==> src/uip_consts.svh <==
`ifndef UIP_CONSTS_SVH
`define UIP_CONSTS_SVH

// ----------------------------------------------------------------
// register offsets
// ----------------------------------------------------------------
`define UIP_OFF_BUF        32'he000c000
`define UIP_OFF_IER        32'he000c004
`define UIP_OFF_IIR        32'he000c008
`define UIP_OFF_LCR        32'he000c00c
`define UIP_OFF_LSR        32'he000c014

// ----------------------------------------------------------------
// field positions and reset values
// ----------------------------------------------------------------
`define UIP_IER_RDA        0
`define UIP_IER_TX_HOLDING_EMPTY       1
`define UIP_IER_RLS        2
`define UIP_LCR_DIVISOR_ACCESS_BIT       7
`define UIP_FCR_FEN        0
`define UIP_FCR_TRIG_LO    6
`define UIP_IER_RST        8'h00
`define UIP_DLM_RST        8'h00
`define UIP_IIR_RST        8'h01
`define UIP_LCR_RST        8'h00
`define UIP_FCR_RST        8'h00

// ----------------------------------------------------------------
// identification codes, bits 3:1
// ----------------------------------------------------------------
`define UIP_ID_RLS         3'h3
`define UIP_ID_RDA         3'h2
`define UIP_ID_CTI         3'h6
`define UIP_ID_TX_HOLDING_EMPTY        3'h1

// ----------------------------------------------------------------
// timing figures in 16x receive clock ticks
// ----------------------------------------------------------------
`define UIP_TO_MUL         7
`define UIP_TO_SUB         2
`define UIP_TO_SCALE       8
`define UIP_BIT_TICKS      16

`endif

==> src/uip_pkg.sv <==
package uip_pkg;
    typedef enum logic [1:0] {
        UIP_SRC_NONE,
        UIP_SRC_RLS,
        UIP_SRC_RX,
        UIP_SRC_TX_HOLDING_EMPTY
    } uip_src_t;
    typedef enum logic [1:0] {
        UIP_TX_IDLE,
        UIP_TX_DELAY,
        UIP_TX_ARMED
    } uip_tx_t;
endpackage

==> src/uip_timeout.sv <==
`timescale 1ns/100ps
`include "uip_consts.svh"

// ----------------------------------------------------------------
// character time-out counter on the 16x tick
// ----------------------------------------------------------------
module uip_timeout
    import uip_pkg::*;
(
    // clock and reset
    input  wire logic        ref_clk,
    input  wire logic        rst,
    // tick and fifo state
    input  wire logic        tick16,
    input  wire logic        rxActivity,
    input  wire logic [4:0]  rxCount,
    input  wire logic [4:0]  trigLevel,
    input  wire logic [3:0]  wordLen,
    // result
    output logic             timeout
);
    logic [11:0] tickCount;
    logic [11:0] limit;
    logic [4:0]  gap;

    always_comb
    begin
        gap   = (trigLevel > rxCount) ? 5'(trigLevel - rxCount) : 5'h00;
        limit = 12'((wordLen * `UIP_TO_MUL - `UIP_TO_SUB) * `UIP_TO_SCALE
              + gap * `UIP_TO_SCALE + 1);
    end

    always_ff @(posedge ref_clk)
    begin
        if (rst || rxActivity || rxCount == 5'h00)
        begin
            tickCount <= 12'h000;
            timeout   <= 1'b0;
        end
        else if (tick16 && !timeout)
        begin
            if (tickCount + 12'h001 >= limit)
                timeout <= 1'b1;
            tickCount <= tickCount + 12'h001;
        end
    end

    p_clr: assert property (@(posedge ref_clk) disable iff (rst)
        rxActivity |=> !timeout)
        else $error("time-out not cleared by fifo activity");
endmodule // uip_timeout

==> src/uip_prioritizer.sv <==
// Decided for this implementation: strobed register access.
`timescale 1ns/100ps
`include "uip_consts.svh"

// Summary of operation
// - with divisor access set, offset 4 holds divisor high byte, reset zero
// - with divisor access clear, offset 4 is the interrupt enable register
// - enable bit 0 gates data-available and character time-out
// - enable bit 1 gates transmit-empty, raw state is line status bit 5
// - enable bit 2 gates line status, causes in line status bits 4:1
// - identification read freezes state; new events wait for next read
// - identification bit 0 is active low pending flag, reset one
// - bits 3:1 encode 011, 010, 110, 001 by priority
// - bits 7:6 mirror fifo enable; bits 5:4 read zero
// - line status highest, set by errors, cleared by status read
// - data-available follows fifo occupancy against trigger level
// - data-available and time-out share second priority
// - time-out after idle with data; fifo activity clears it
// - time-out length from word length, trigger level and held count
// - transmit-empty third priority, raised when transmit fifo empties
// - without two characters held, transmit-empty waits one character
// - after two or more characters held, transmit-empty is immediate
// - transmit-empty cleared by holding write or identification read of it
// - divisor access is bit 7 of line control register
// - trigger field codes select 1, 4, 8 or 14 characters
module uip_prioritizer
    import uip_pkg::*;
#(
    parameter int DELAY_TICKS = 9 * `UIP_BIT_TICKS
)
(
    // clock and reset
    input  wire logic        ref_clk,
    input  wire logic        rst,
    // register port
    input  wire logic [31:0] regAddr,
    input  wire logic [7:0]  regWdata,
    input  wire logic        regWr,
    input  wire logic        regRd,
    output logic      [7:0]  regRdata,
    // uart status inputs
    input  wire logic        tick16,
    input  wire logic [3:0]  lineErr,
    input  wire logic [4:0]  rxCount,
    input  wire logic        rxPush,
    input  wire logic        txEmpty,
    input  wire logic [4:0]  txCount,
    // control outputs
    output logic      [7:0]  divisorHigh,
    output logic             fifoEnable,
    output logic             irq
);
    // ------------------------------------------------------------
    // decode
    // ------------------------------------------------------------
    function automatic logic hit(input logic [31:0] a, input logic [31:0] o);
        return a == o;
    endfunction

    logic [7:0] ierReg;
    logic [7:0] lcrReg;
    logic [7:0] fcrReg;
    logic [7:0] iirFrozen;
    logic       rlsPend;
    logic       threPend;
    logic       ctiPend;
    logic       rdaPend;
    logic       twoSeen;
    logic [9:0] delayCnt;
    uip_tx_t    txState;
    uip_src_t   curSrc;
    logic [2:0] curCode;
    logic [4:0] trigLevel;
    logic [3:0] wordLen;
    logic       divisor_access_bit;
    logic       wrBuf;
    logic       rdBuf;
    logic       rdIir;
    logic       rdLsr;
    logic       anyPend;

    assign divisor_access_bit  = lcrReg[`UIP_LCR_DIVISOR_ACCESS_BIT];
    assign wrBuf = regWr && hit(regAddr, `UIP_OFF_BUF) && !divisor_access_bit;
    assign rdBuf = regRd && hit(regAddr, `UIP_OFF_BUF) && !divisor_access_bit;
    assign rdIir = regRd && hit(regAddr, `UIP_OFF_IIR);
    assign rdLsr = regRd && hit(regAddr, `UIP_OFF_LSR);
    assign wordLen = 4'(lcrReg[1:0]) + 4'h5;

    // ------------------------------------------------------------
    // trigger level
    // ------------------------------------------------------------
    always_comb
    begin
        unique case (fcrReg[7:6])
            2'h0: trigLevel = 5'h01;
            2'h1: trigLevel = 5'h04;
            2'h2: trigLevel = 5'h08;
            2'h3: trigLevel = 5'h0e;
        endcase
    end

    // ------------------------------------------------------------
    // writable registers
    // ------------------------------------------------------------
    always_ff @(posedge ref_clk)
    begin
        if (rst)
        begin
            divisorHigh <= `UIP_DLM_RST;
            ierReg      <= `UIP_IER_RST;
            lcrReg      <= `UIP_LCR_RST;
            fcrReg      <= `UIP_FCR_RST;
            fifoEnable  <= 1'b0;
        end
        else if (regWr)
        begin
            if (hit(regAddr, `UIP_OFF_IER) && divisor_access_bit)
                divisorHigh <= regWdata;
            if (hit(regAddr, `UIP_OFF_IER) && !divisor_access_bit)
                ierReg <= {5'h00, regWdata[2:0]};
            if (hit(regAddr, `UIP_OFF_LCR))
                lcrReg <= regWdata;
            if (hit(regAddr, `UIP_OFF_IIR))
            begin
                fcrReg     <= regWdata;
                fifoEnable <= regWdata[`UIP_FCR_FEN];
            end
        end
    end

    // ------------------------------------------------------------
    // sources
    // ------------------------------------------------------------
    always_ff @(posedge ref_clk)
    begin
        if (rst)
            rlsPend <= 1'b0;
        else if (|lineErr)
            rlsPend <= 1'b1;
        else if (rdLsr)
            rlsPend <= 1'b0;
    end

    assign rdaPend = rxCount >= trigLevel;

    uip_timeout u_timeout (
        .ref_clk    (ref_clk),
        .rst        (rst),
        .tick16     (tick16),
        .rxActivity (rxPush || rdBuf),
        .rxCount    (rxCount),
        .trigLevel  (trigLevel),
        .wordLen    (wordLen),
        .timeout    (ctiPend)
    );

    // ------------------------------------------------------------
    // transmit-empty start-up delay
    // ------------------------------------------------------------
    always_ff @(posedge ref_clk)
    begin
        if (rst)
        begin
            txState  <= UIP_TX_IDLE;
            twoSeen  <= 1'b0;
            delayCnt <= 10'h000;
            threPend <= 1'b0;
        end
        else
        begin
            if (txCount >= 5'h02)
                twoSeen <= 1'b1;
            unique case (txState)
                UIP_TX_IDLE:
                    if (txEmpty && !wrBuf)
                    begin
                        if (twoSeen)
                        begin
                            threPend <= 1'b1;
                            txState  <= UIP_TX_ARMED;
                        end
                        else
                        begin
                            delayCnt <= 10'h000;
                            txState  <= UIP_TX_DELAY;
                        end
                    end
                UIP_TX_DELAY:
                    if (!txEmpty || wrBuf)
                        txState <= UIP_TX_IDLE;
                    else if (tick16)
                    begin
                        if (delayCnt == 10'(DELAY_TICKS - 1))
                        begin
                            threPend <= 1'b1;
                            txState  <= UIP_TX_ARMED;
                        end
                        delayCnt <= delayCnt + 10'h001;
                    end
                UIP_TX_ARMED:
                begin
                    twoSeen <= 1'b0;
                    if (wrBuf || (rdIir && !iirFrozen[0]
                                  && iirFrozen[3:1] == `UIP_ID_TX_HOLDING_EMPTY))
                        threPend <= 1'b0;
                    if (!txEmpty)
                    begin
                        threPend <= 1'b0;
                        txState  <= UIP_TX_IDLE;
                    end
                end
            endcase
        end
    end

    // ------------------------------------------------------------
    // prioritisation
    // ------------------------------------------------------------
    always_comb
    begin
        curSrc  = UIP_SRC_NONE;
        curCode = `UIP_ID_TX_HOLDING_EMPTY;
        if (rlsPend && ierReg[`UIP_IER_RLS])
        begin
            curSrc  = UIP_SRC_RLS;
            curCode = `UIP_ID_RLS;
        end
        else if (rdaPend && ierReg[`UIP_IER_RDA])
        begin
            curSrc  = UIP_SRC_RX;
            curCode = `UIP_ID_RDA;
        end
        else if (ctiPend && ierReg[`UIP_IER_RDA])
        begin
            curSrc  = UIP_SRC_RX;
            curCode = `UIP_ID_CTI;
        end
        else if (threPend && ierReg[`UIP_IER_TX_HOLDING_EMPTY])
        begin
            curSrc  = UIP_SRC_TX_HOLDING_EMPTY;
            curCode = `UIP_ID_TX_HOLDING_EMPTY;
        end
    end
    assign anyPend = curSrc != UIP_SRC_NONE;

    // identification snapshot, held steady across a read
    always_ff @(posedge ref_clk)
    begin
        if (rst)
            iirFrozen <= `UIP_IIR_RST;
        else if (!rdIir)
            iirFrozen <= {{2{fifoEnable}}, 2'h0,
                          anyPend ? curCode : 3'h0, !anyPend};
    end

    // ------------------------------------------------------------
    // read data and request
    // ------------------------------------------------------------
    always_ff @(posedge ref_clk)
    begin
        if (rst)
            regRdata <= 8'h00;
        else if (regRd)
        begin
            if (hit(regAddr, `UIP_OFF_IER))
                regRdata <= divisor_access_bit ? divisorHigh : ierReg;
            else if (hit(regAddr, `UIP_OFF_IIR))
                regRdata <= iirFrozen;
            else if (hit(regAddr, `UIP_OFF_LCR))
                regRdata <= lcrReg;
            else if (hit(regAddr, `UIP_OFF_LSR))
                regRdata <= {1'b0, txEmpty && txCount == 5'h00,
                             txEmpty, lineErr, rxCount != 5'h00};
            else
                regRdata <= 8'h00;
        end
    end

    always_ff @(posedge ref_clk)
    begin
        if (rst)
            irq <= 1'b0;
        else
            irq <= anyPend;
    end

    // ------------------------------------------------------------
    // checks
    // ------------------------------------------------------------
    property p_rls_first;
        @(posedge ref_clk) disable iff (rst)
        (rlsPend && ierReg[2] && !rdIir) |=> iirFrozen[3:0] == 4'h6;
    endproperty
    a_rls_first: assert property (p_rls_first)
        else $error("line status not reported first");

    property p_irq_match;
        @(posedge ref_clk) disable iff (rst)
        !$past(rdIir) |-> irq == !iirFrozen[0];
    endproperty
    a_irq_match: assert property (p_irq_match)
        else $error("request disagrees with pending bit");

    property p_freeze;
        @(posedge ref_clk) disable iff (rst)
        rdIir |=> $stable(iirFrozen);
    endproperty
    a_freeze: assert property (p_freeze)
        else $error("identification changed during read");

    property p_dlm;
        @(posedge ref_clk) disable iff (rst)
        (regWr && regAddr == 32'he000c004 && divisor_access_bit) |=>
            divisorHigh == $past(regWdata) && $stable(ierReg);
    endproperty
    a_dlm: assert property (p_dlm)
        else $error("divisor high byte write misrouted");

    property p_ier;
        @(posedge ref_clk) disable iff (rst)
        (regWr && regAddr == 32'he000c004 && !divisor_access_bit) |=>
            $stable(divisorHigh);
    endproperty
    a_ier: assert property (p_ier)
        else $error("enable write touched divisor");

    property p_code;
        @(posedge ref_clk) disable iff (rst)
        !iirFrozen[0] |-> iirFrozen[3:1] inside {3'h3, 3'h2, 3'h6, 3'h1};
    endproperty
    a_code: assert property (p_code)
        else $error("reserved identification code");

    property p_fen;
        @(posedge ref_clk) disable iff (rst)
        !$past(rdIir) |-> iirFrozen[7:6] == {2{$past(fifoEnable)}};
    endproperty
    a_fen: assert property (p_fen)
        else $error("fifo enable mirror wrong");

    property p_tx_holding_empty_clr;
        @(posedge ref_clk) disable iff (rst)
        wrBuf |=> !threPend;
    endproperty
    a_tx_holding_empty_clr: assert property (p_tx_holding_empty_clr)
        else $error("transmit-empty not cleared by write");
endmodule // uip_prioritizer

==> config.mk <==
export PLATFORM = sky130hd
export DESIGN_NAME = uip_prioritizer
export DESIGN_NICKNAME = d
export VERILOG_FILES = /design/src/uip_pkg.sv /design/src/uip_timeout.sv /design/src/uip_prioritizer.sv
export VERILOG_INCLUDE_DIRS = /design/src
export SDC_FILE = /design/constraint.sdc
export NUM_CORES = 1
export LEC_CHECK = 0
export ABC_CLOCK_PERIOD_IN_PS = 5730
export CAP_MARGIN = 20
export CORE_MARGIN = 2
export CORE_UTILIZATION = 50
export CTS_BUF_LIST = sky130_fd_sc_hd__clkbuf_8
export DETAILED_ROUTE_END_ITERATION = 6
export DONT_BUFFER_PORTS = 1
export PLACE_DENSITY_LB_ADDON = 0.3
export SYNTH_ARGS = -nofsm -noshare
export SYNTH_HDL_FRONTEND = slang
export SYNTH_SLANG_ARGS = --single-unit
==> constraint.sdc <==
create_clock -name ref_clk -period 5.73 [get_ports ref_clk]
set_input_delay 0.2865 -clock ref_clk [delete_from_list [all_inputs] [get_ports ref_clk]]
set_output_delay 0.2865 -clock ref_clk [all_outputs]
set_load 0.005 [all_outputs]
[Yosys cells after proc, flatten, opt, wreduce, memory -nomap -nowiden]
Index checks and enable logic that the tools add are counted.
Word-level totals
  bits in registers: 70
  bits in latches: 0
  memory bits (writable): 0
  memory bits (read-only): 0
  output and inout bits: 18
  word-level logic and storage cells: 132
  memories kept: 0
Operators by class
  add/sub/neg operators: 7
  $mul: 1
  divide/modulo/power cells: 0
  $lt $le $gt $ge: 4
  equality and inequality tests: 22
  shifts and indexed selects: 0
  muxes and demuxes: 37
  bitwise logic cells: 0
  reduce and logical (&&, ||, !) cells: 46
Operators with widths (number)
  $eq 32x32->1 const B: 5
  $mux 10: 4
  $mux 8: 4
  $add 12x1->12 const B: 2
  $mux 2: 10
  $pmux 10 s2: 1
  $pmux 5 s4: 1
  $logic_and 1x1->1: 17
  $ne 2x2->1 const B: 7
  $add 12x8->12: 1
  $ge 12x12->1: 1
  $mux 3: 4
  $add 10x1->10 const B: 1
  $eq 10x8->1 const B: 1
  $logic_not 5->1: 2
  $reduce_and 2->1: 5
  $mux 1: 9
  $ne 3x3->1 const B: 3
  $sub 7x2->8 const B: 1
  $mul 4x3->7 const B: 1
  $mux 7: 1
  $eq 2x2->1 const B: 3
  $logic_not 1->1: 6
  $pmux 2 s3: 1
  18 further kinds: 26

[Longest topological paths before layout]
Gate-level depths: netlist of run 1.
  depth in word-level cells: 8
  mapped depth: 18

[By module]
Synthesis of run 1 repeated with hierarchy kept, for this count alone.
Second synthesis, totals
  cell total of the unflattened synthesis: 548
  area, all modules: 4569.4 um^2
By module, submodules not included
  uip_prioritizer: instances 1, cells an instance 330, area an instance 2859.0 um^2, sequential area each 1021.0 um^2
  uip_timeout: instances 1, cells an instance 218, area an instance 1710.4 um^2, sequential area each 260.2 um^2

[Worst setup path before layout of run 1]
OpenSTA, ideal clock, no wires.
  path type: reg-to-reg
  start point: register fcrReg[6]
  end point: register u_timeout.timeout
  setup time: 0.139 ns
  data arrival time: 3.519 ns
  path slack: 2.072 ns
  cell stages (with the launch flop): 18
  buffers on the path: 0
  clock period less this slack: 3.658 ns
  cell sequence: dfxtp_1 -> and2_1 -> ha_1 -> nor2b_1 -> o21ai_0 -> a21boi_0 -> o21ai_0 -> nor2_1 -> ha_1 -> fa_1 -> a21o_1 -> a21oi_1 -> inv_1 -> a21oi_1 -> xnor2_1 -> ha_1 -> a2111oi_0 -> a211oi_1
Between the ends
  longest elaborated chain between the ends: 8
RTL lines
  from (decl): RTL line uip_prioritizer.sv:62  | logic [7:0] fcrReg;
  from (signal assigned): RTL line uip_prioritizer.sv:112  | fcrReg <= `UIP_FCR_RST;
  from (signal assigned): RTL line uip_prioritizer.sv:125  | fcrReg <= regWdata;
  $eq 2x2->1, or another cell as far along: RTL line uip_prioritizer.sv:94  | unique case (fcrReg[7:6])
  $pmux 5 s4 (*): RTL line uip_prioritizer.sv:94
  $sub 5x5->5 or $gt 5x5->1 (tied branches): RTL line uip_timeout.sv:28  | gap = (trigLevel > rxCount) ? 5'(trigLevel - rxCount) : 5'h00;
  $mux 5 (*): RTL line uip_timeout.sv:28
  $add 12x8->12 (no source line) (*)
  $add 12x1->12 (*): RTL line uip_timeout.sv:29  | limit = 12'((wordLen * `UIP_TO_MUL - `UIP_TO_SUB) * `UIP_TO_SCALE
  $ge 12x12->1 (*): RTL line uip_timeout.sv:42  | if (tickCount + 12'h001 >= limit)
  $reduce_and 2->1 (no source line) (*)
  to (signal assigned): RTL line uip_timeout.sv:38  | timeout <= 1'b0;
  to (signal assigned): RTL line uip_timeout.sv:43  | timeout <= 1'b1;
  to (decl): RTL line uip_timeout.sv:20  | output logic timeout
Mark *: on every way between the ends. The rest lies on a longest branch, timed or not. The select of a mux whose other input is x is not followed.
A chain may end at the register's enable or synchronous reset.

[Final worst setup path of run 1]
Ends and elaborated chain as after synthesis.

==> summary.md, run 1 <==
| Metric | Value |
|---|---|
| Ys Warns | `0` |
| Top post-synthesis cells by area | `dfxtp_1 32%, ha_1 8.7%, mux2i_1 6.7%, nor2_1 6.1%, xnor2_1 4.3%` |
| DR pass1 iterations | `4` |
| Num ports | `79` |
| Finished Core Util | `55.9%` |
| CP max FO | `6` |
| CTS H-tree lvls | `3` |
| Antenna violations before repair | `0` |
| Hpwl dp | `between 7000 and 8000 um` |
| Setup WS post-layout | `1.62 ns` |
| Synth top area share | `31.8%` |
| Drc violations | `0` |
| Ant diodes | `0` |
| Resized Gates After CTS | `0` |
| Std cell rows | `32` |
| Drt via density | `roughly 6` |
| Vias in the first global route | `between 3k and 4k` |
| Die W | `about 94 um` |
| Routed Antenna Nets | `0` |
| CP Capture Type | `flop` |
| RSZ-0062 raised after global routing | `no` |
| Worst-Margin Slew | `1.12 ns` |
| First-pass GRT wire length | `16700 um` |
| Final Cycle Share | `slightly above 70%` |
| Max Clk Rate | `243 MHz` |
| Critical Path AT | `4.36 ns` |
| Most frequent cells in the layout | `66 x nor2_1, 64 x dfxtp_1, 40 x nand2_1` |
| CP Data Required Time | `5.98 ns` |
| Grt total ovfl | `0` |
| Power Density | `between 200 and 250 mW/mm2` |
| Largest net degree at the start of global routing | `21` |
| Int Pwr | `0.734 mW` |
| Post-layout net count | `575` |
| Final Hold Fails | `0` |
| Post-synth EDFFs | `0` |
| Post-synthesis cell area | `0.00403 mm2` |
| Max-slew violations | `0` |
| Initial core utilization | `51.9%` |
| Crit start category | `flop` |
| Dpl ws | `1.67 ns` |
| Clock share of power | `38.4%` |
| Buffers added on ports | `0` |
| Clock network latency to the later pin of the worst-skew pair | `0.34 ns` |
| WS Path Type | `reg2reg` |
| Syn_nets | `578` |
| Sw frac | `around 30%` |
| Yosys top cell by area | `dfxtp_1` |
| Clk pin slew, worst setup/hold paths | `0.08 ns` |
| Final Setup Violations | `0` |
| P_leak | `approximately 1.7 nW` |
| Number of clock sinks | `64` |
| CTS tree | `yes` |
| Syn avg cell area | `8.28 um2` |
| Headroom to the max-slew limit | `24.6%` |
| Share of layout cells above drive strength 1 | `6.75%` |
| CTS root buf | `clkbuf_8` |
| Status | `finished, final reports clean` |
| Hold Slack | `0.0221 ns` |
| Routability Congestion | `0.851` |
| Net switching power | `around 0.32 mW` |
| Fraction of registers with async set or reset after synthesis | `0%` |
| Clock skew | `~0.011 ns` |
| Cells after Synth | `between 400 and 500` |
| Filler cell count | `about 730` |
| Worst vdd ir | `approximately 140 uV` |
| TritonCTS Buffers | `9` |
| Power, Total | `1.05 mW` |
| DIE AREA | `about 0.009 mm2` |
| Commonest non-fill, non-tap cell in the layout | `nor2_1` |
| Min Tclk post-route | `4.11 ns` |
| Class of the worst hold path | `in2reg` |
| #FFs+latches synth | `64` |
| WL final | `10200 um` |
| Reg power frac | `44.9%` |
| TNS Setup | `0 ns` |
| Sequential area share after synthesis | `between 30% and 40%` |
| Detailed Route Iter0 Violations | `between 150 and 200` |
| GRT Total Usage | `about a quarter` |
| Synth cell types | `60` |
| Die Ht | `93.8 um` |
| Syn-to-layout area delta | `7.70%` |
| Max_cap viols | `0` |
| Comb power frac | `16.7%` |
| Vias | `roughly 3.6k` |
| Synth Flop Type | `dfxtp_1` |
| Core Footprint | `about 0.0078 mm2` |
| Clock buffer depth | `2` |
| DR WL/cell | `roughly 17 um` |
## synth_stat cells, types with 11 or more instances
library cell / instances
nor2_1: 66
dfxtp_1: 64
nand2_1: 40
ha_1: 28
mux2i_1: 27
a21oi_1: 24
inv_1: 24
xnor2_1: 20
nand3_1: 19
o21ai_0: 17
clkbuf_1: 16
nand4_1: 14
xor2_1: 12
nor4_1: 11
## critical path, stage by stage, from the launching register on
cell and delay, ns:
dfxtp_1 0.34, and2_1 0.18, ha_1 0.29, nor2b_1 0.14, o21ai_0 0.18, a21boi_0 0.16, o21ai_0 0.51, nor2_1 0.10
ha_1 0.23, fa_1 0.41, a21o_1 0.20, a21oi_1 0.20, xor2_1 0.10, ha_1 0.31, nand3_1 0.08, o21ai_0 0.20
o2111ai_1 0.15, a211oi_1 0.24
## through the flow
stage                     area (um2)  std cells
after floorplan                 4030        487
after global placement          4100        571
after detailed placement        4100        571
after CTS                       4340        591
after global routing            4340        591
final                           4340        591
## final cells by class
cell class / count / area (um2) / share of cell area (%)
clock buffers: 9 / 124 / 2.85
clock inverters: 7 / 77.6 / 1.79
flip-flops and latches: 64 / 1280 / 29.5
inverters: 24 / 90.1 / 2.08
well taps: 102 / 128 / 2.94
multi-input cells: 380 / 2590 / 59.7
repair buffers: 5 / 47.5 / 1.10
## state kept, by name, indices dropped and copies added, names as in the netlist
signal	flops
delayCnt	10
divisorHigh	8
fcrReg	3
ierReg	3
iirFrozen	5
irq	1
lcrReg	8
regRdata	8
rlsPend	1
threPend	1
twoSeen	1
txState	2
u_timeout.tickCount	12
u_timeout.timeout	1
## final timing paths
path,from,slack (ns),endpoint,depth (start not counted)
setup reg to reg,fcrReg[6],1.62,u_timeout.timeout,17
hold reg to reg,rlsPend,0.46,rlsPend,2
setup / recovery,fcrReg[6],1.62,u_timeout.timeout,17
hold / removal,rst,0.02,regRdata[6],1
## power groups by stage
stage	combinational (mW)	sequential (mW)	clock [mW]
after CTS	0.174	0.471	0.408
after detailed placement	0.166	0.482	0
after global routing	0.200	0.473	0.424
final	0.175	0.471	0.403
after floorplan	0.150	0.478	0
after global placement	0.163	0.481	0
## kinds of logic (layout without fill, tap and decap cells)
logic type | count (synthesis) | in the layout | synth area share [%]
multiplexers | 29 | 29 | 7.26
buffers and inverters | 43 | 45 | 4.04
XOR/XNOR | 32 | 32 | 6.95
adder cells (fa/ha/maj) | 30 | 30 | 9.69
flip-flops | 64 | 64 | 31.8
AND/OR/NAND/NOR | 208 | 208 | 27.3
AO/OA/AOI/OAI | 81 | 81 | 13.0
## repair_timing
action | CTS | global route
endpoints found under the setup margin | 0 | 0
setup buffers | 0 | 0
endpoints found under the hold margin | 6 | 0
hold buffers | 4 | 0
## layer usage
layer / wire length (um) / track usage, % / part of all wire (%)
met5: 0 / 0 / 0
met4: 230 / 8.21 / 2.3
met3: 683 / 5.30 / 6.7
met2: 5030 / 42.7 / 49
met1: 4220 / 28.1 / 42
Power figures use the tool's default switching activity.
==> run 2: changes to the inputs <==
--- a/config.mk
+++ b/config.mk
@@ -6,7 +6,8 @@
 export SDC_FILE = /design/constraint.sdc
 export NUM_CORES = 1
 export LEC_CHECK = 0
-export ABC_CLOCK_PERIOD_IN_PS = 5730
+export ABC_AREA = 1
+export ABC_CLOCK_PERIOD_IN_PS = 3580
 export CAP_MARGIN = 20
 export CORE_MARGIN = 2
 export CORE_UTILIZATION = 50
==> constraint.sdc (replaced) <==
create_clock -name ref_clk -period 3.58 [get_ports ref_clk]
set_input_delay 0.179 -clock ref_clk [delete_from_list [all_inputs] [get_ports ref_clk]]
set_output_delay 0.179 -clock ref_clk [all_outputs]
set_load 0.005 [all_outputs]
==> summary.md, run 2 <==
| Metric | Value |
|---|---|
| Hpwl dp | `7560 um (was 7470 um)` |
| Syn_nets | `708 (was 578)` |
| Max reg flops | `12 (unchanged)` |
| Worst-Margin Slew | `1.04 ns (was 1.12 ns)` |
| TNS Setup | `0 ns (unchanged)` |
| Clock skew | `0.0107 ns (was 0.0112 ns)` |
| Commonest non-fill, non-tap cell in the layout | `nand2_1 (was nor2_1)` |
| Vias | `3929 (was 3578)` |
| Post-synthesis cell area | `0.00426 mm2 (was 0.00403 mm2)` |
| Post-synth EDFFs | `0 (unchanged)` |
| Initial core utilization | `51.6% (was 51.9%)` |
| Syn-to-layout area delta | `10.7% (was 7.70%)` |
| Crit path buf inv count | `1 (was 0)` |
| Final instance area | `0.00472 mm2 (was 0.00434 mm2)` |
| Antenna violations before repair | `0 (unchanged)` |
| Die Ht | `96.3 um (was 93.8 um)` |
| Max Clk Rate | `299 MHz (was 243 MHz)` |
| Drt via density | `5.35 (was 6.05)` |
| Clock buffer depth | `2 (unchanged)` |
| Drc violations | `0 (unchanged)` |
| Filler cell count | `787 (was 725)` |
| Synth top area share | `30.1% (was 31.8%)` |
| Yosys top cell by area | `dfxtp_1 (unchanged)` |
| Ys Warns | `0 (unchanged)` |
| Sequential area share after synthesis | `30.1% (was 31.8%)` |
| CTS root buf | `clkbuf_8 (unchanged)` |
| Min Tclk post-route | `3.35 ns (was 4.11 ns)` |
| Fraction of registers with async set or reset after synthesis | `0% (unchanged)` |
| Power Density | `351 mW/mm2 (was 242 mW/mm2)` |
| TritonCTS Buffers | `9 (unchanged)` |
| Buffers added on ports | `0 (unchanged)` |
| CP Cell Sequence | `or2_2 > ha_2 > fa_1 > inv_1 > nand2_1 > nor3b_2 > ha_1 > nand3_1 > nand3_2 > xor2_1 > ha_1 > nand2_2 > nor2_1 > nor3_1 > nand2_1 > nand2_1 > nand2_1 > nand2_1 > nand3b_1 > nand2_1 > a21oi_1 (was and2_1 > ha_1 > nor2b_1 > o21ai_0 > a21boi_0 > o21ai_0 > nor2_1 > ha_1 > fa_1 > a21o_1 > a21oi_1 > xor2_1 > ha_1 > nand3_1 > o21ai_0 > o2111ai_1 > a211oi_1)` |
| CP Capture Type | `flop (unchanged)` |
| Synth cell count leaders | `118 x nand2_1, 88 x inv_1, 79 x nor2_1, 64 x dfxtp_1, 47 x a21oi_1 (was 66 x nor2_1, 64 x dfxtp_1, 40 x nand2_1, 28 x ha_1, 27 x mux2i_1)` |
| Status | `finished, final reports clean (unchanged)` |
| Crit start category | `flop (unchanged)` |
| Seq. cell area | `0.00129 mm2 (was 0.00128 mm2)` |
| Post-place instance area | `0.00433 mm2 (was 0.00410 mm2)` |
| WS Path Type | `reg2reg (unchanged)` |
| CP max FO | `4 (was 6)` |
| WL met2 | `5070 um (was 5030 um)` |
| Max-slew violations | `0 (unchanged)` |
| Critical Path AT | `3.59 ns (was 4.36 ns)` |
| Most frequent cells in the layout | `116 x nand2_1, 87 x inv_1, 77 x nor2_1 (was 66 x nor2_1, 64 x dfxtp_1, 40 x nand2_1)` |
| Clk pin slew, worst setup/hold paths | `0.08 ns (about the same)` |
| Syn avg cell area | `6.91 um2 (was 8.28 um2)` |
| DR WL/cell | `13.9 um (was 17.2 um)` |
| Headroom to the max-slew limit | `30.8% (was 24.6%)` |
| Cell family with most CP delay | `simple AND/OR/NAND/NOR gates (was compound AO/OA/AOI/OAI gates)` |
| Largest net degree at the start of global routing | `26 (was 21)` |
| CP max stage cell | `dfxtp_4 (was o21ai_0)` |
| Routed Antenna Nets | `0 (unchanged)` |
| Top post-synthesis cells by area | `dfxtp_1 30%, nand2_1 10%, ha_1 8.2%, inv_1 7.7%, nor2_1 7.0% (was dfxtp_1 32%, ha_1 8.7%, mux2i_1 6.7%, nor2_1 6.1%, xnor2_1 4.3%)` |
| Number of clock sinks | `64 (unchanged)` |
| CTS tree | `yes (unchanged)` |
| Post-layout net count | `716 (was 575)` |
| Most frequent CP cell | `nand2_1` |
| Reg with most FFs | `u_timeout.tickCount (unchanged)` |
| Crit path largest cell delay | `0.37 ns (was 0.51 ns)` |
| GRT Total Usage | `23.4% (was 23.9%)` |
| Final Setup Violations | `0 (unchanged)` |
| Footprint of the multi-input gates | `0.00268 mm2 (was 0.00259 mm2)` |
| Most common cell in the netlist | `nand2_1 (was nor2_1)` |
| First-pass GRT wire length | `17000 um (was 16700 um)` |
| DR WL met3 | `522 um (was 683 um)` |
| Final Cycle Share | `93.5% (was 71.7%)` |
| Num ports | `79 (unchanged)` |
| P_leak | `1.99 nW (was 1.75 nW)` |
| Largest regs | `u_timeout.tickCount: 12 flops, delayCnt: 10 flops (unchanged)` |
| Grt total ovfl | `0 (unchanged)` |
| Die W | `96.3 um (was 93.8 um)` |
| Met1 Wirelength | `4340 um (was 4220 um)` |
| Max_cap viols | `0 (unchanged)` |
| Worst vdd ir | `206 uV (was 138 uV)` |
| Ant diodes | `0 (unchanged)` |
| Core Footprint | `0.00826 mm2 (was 0.00777 mm2)` |
| Top sig layer | `met4 (unchanged)` |
| Synth cell types | `41 (was 60)` |
| Setup WS post-layout | `0.233 ns (was 1.62 ns)` |
| Routability Congestion | `0.876 (was 0.851)` |
| CTS H-tree lvls | `3 (unchanged)` |
| Share of layout cells above drive strength 1 | `10.6% (was 6.75%)` |
| Clock network latency to the later pin of the worst-skew pair | `0.36 ns (was 0.34 ns)` |
| Detailed Route Iter0 Violations | `180 (was 189)` |
| Vias in the first global route | `3892 (was 3610)` |
| CP Data Required Time | `3.82 ns (was 5.98 ns)` |
| Dpl ws | `0.0316 ns (was 1.67 ns)` |
| Hold Slack | `0.00980 ns (was 0.0221 ns)` |
| Synth Flop Type | `dfxtp_1 (unchanged)` |
| WL final | `10200 um (about the same)` |
| Final Hold Fails | `0 (unchanged)` |
| DR pass1 iterations | `4 (unchanged)` |
| DIE AREA | `0.00928 mm2 (was 0.00879 mm2)` |
| Std cell rows | `33 (was 32)` |
| Class of the worst hold path | `in2reg (unchanged)` |
| Cells after Synth | `617 (was 487)` |
| #FFs+latches synth | `64 (unchanged)` |
[run 2: area by class of cell]
| cell class | count | share of cell area, % |
|---|---|---|
| inverters | 89 | 7.08 |
| repair buffers | 11 | 2.33 |
| clock inverters | 7 | 1.19 |
| well taps | 105 | 2.78 |
| multi-input cells | 450 | 56.7 |
| clock buffers | 9 | 2.62 |
| flip-flops and latches | 64 | 27.3 |
[run 2: worst register-to-register path: cells and delay by family (launching register included)]
family,cells,cell delay (ns)
compound gates,1,0.05
fa+ha+maj,4,1.21
xor+xnor,1,0.15
flops,1,0.37
buf+inv,1,0.11
simple gates,14,1.35
[run 2: through the flow]
stage	utilization, %	cells	power [mW]
finish	57.2	735	1.66
global route	57.2	735	1.76
CTS	55.9	735	1.66
detailed placement	52.4	708	1.07
global placement	52.4	708	1.06
floorplan	-	617	1.03
[run 2: timing repair]
action / CTS / global route
hold endpoints to repair: 31 / 0
hold buffers: 11 / 0
buffers inserted: 0 / 0
endpoints found under the setup margin: 0 / 1
resized for setup: 0 / 24
[run 2: worst paths after layout]
check / startpoint / to / slack (ns) / depth (start not counted)
setup / recovery: fcrReg[6] / u_timeout.timeout / 0.23 / 21
hold / removal: regWdata[7] / fcrReg[7] / 0.01 / 2
setup reg to reg: fcrReg[6] / u_timeout.timeout / 0.23 / 21
hold reg to reg: u_timeout.timeout / u_timeout.timeout / 0.49 / 2
[run 2: metal layers]
metal  track usage [%]  up-vias
li1                  -     2032
met1              26.6     1780
met2              41.3       99
met3              6.34       18
met4              9.74        0
met5                 0        -
[run 2: logic make-up (layout without fill, tap and decap cells)]
kind of cell / Yosys count / count (layout) / synth area share, %
adders and majority gates: 30 / 30 / 9.16
AOI/OAI and AO/OA: 111 / 111 / 15.7
buffers and inverters: 103 / 116 / 9.45
and+or+nand+nor: 290 / 290 / 31.7
xor gates and xnor gates: 19 / 19 / 3.90
DFF: 64 / 64 / 30.1
[run 2: power breakdown]
| group | internal (mW) | switching [mW] | leakage (nW) | total [mW] |
|---|---|---|---|---|
| registers | 0.747 | 0.0268 | 0.521 | 0.774 |
| logic | 0.109 | 0.196 | 1.39 | 0.305 |
| clock network | 0.256 | 0.323 | 0.0785 | 0.579 |
| total | 1.11 | 0.545 | 1.99 | 1.66 |
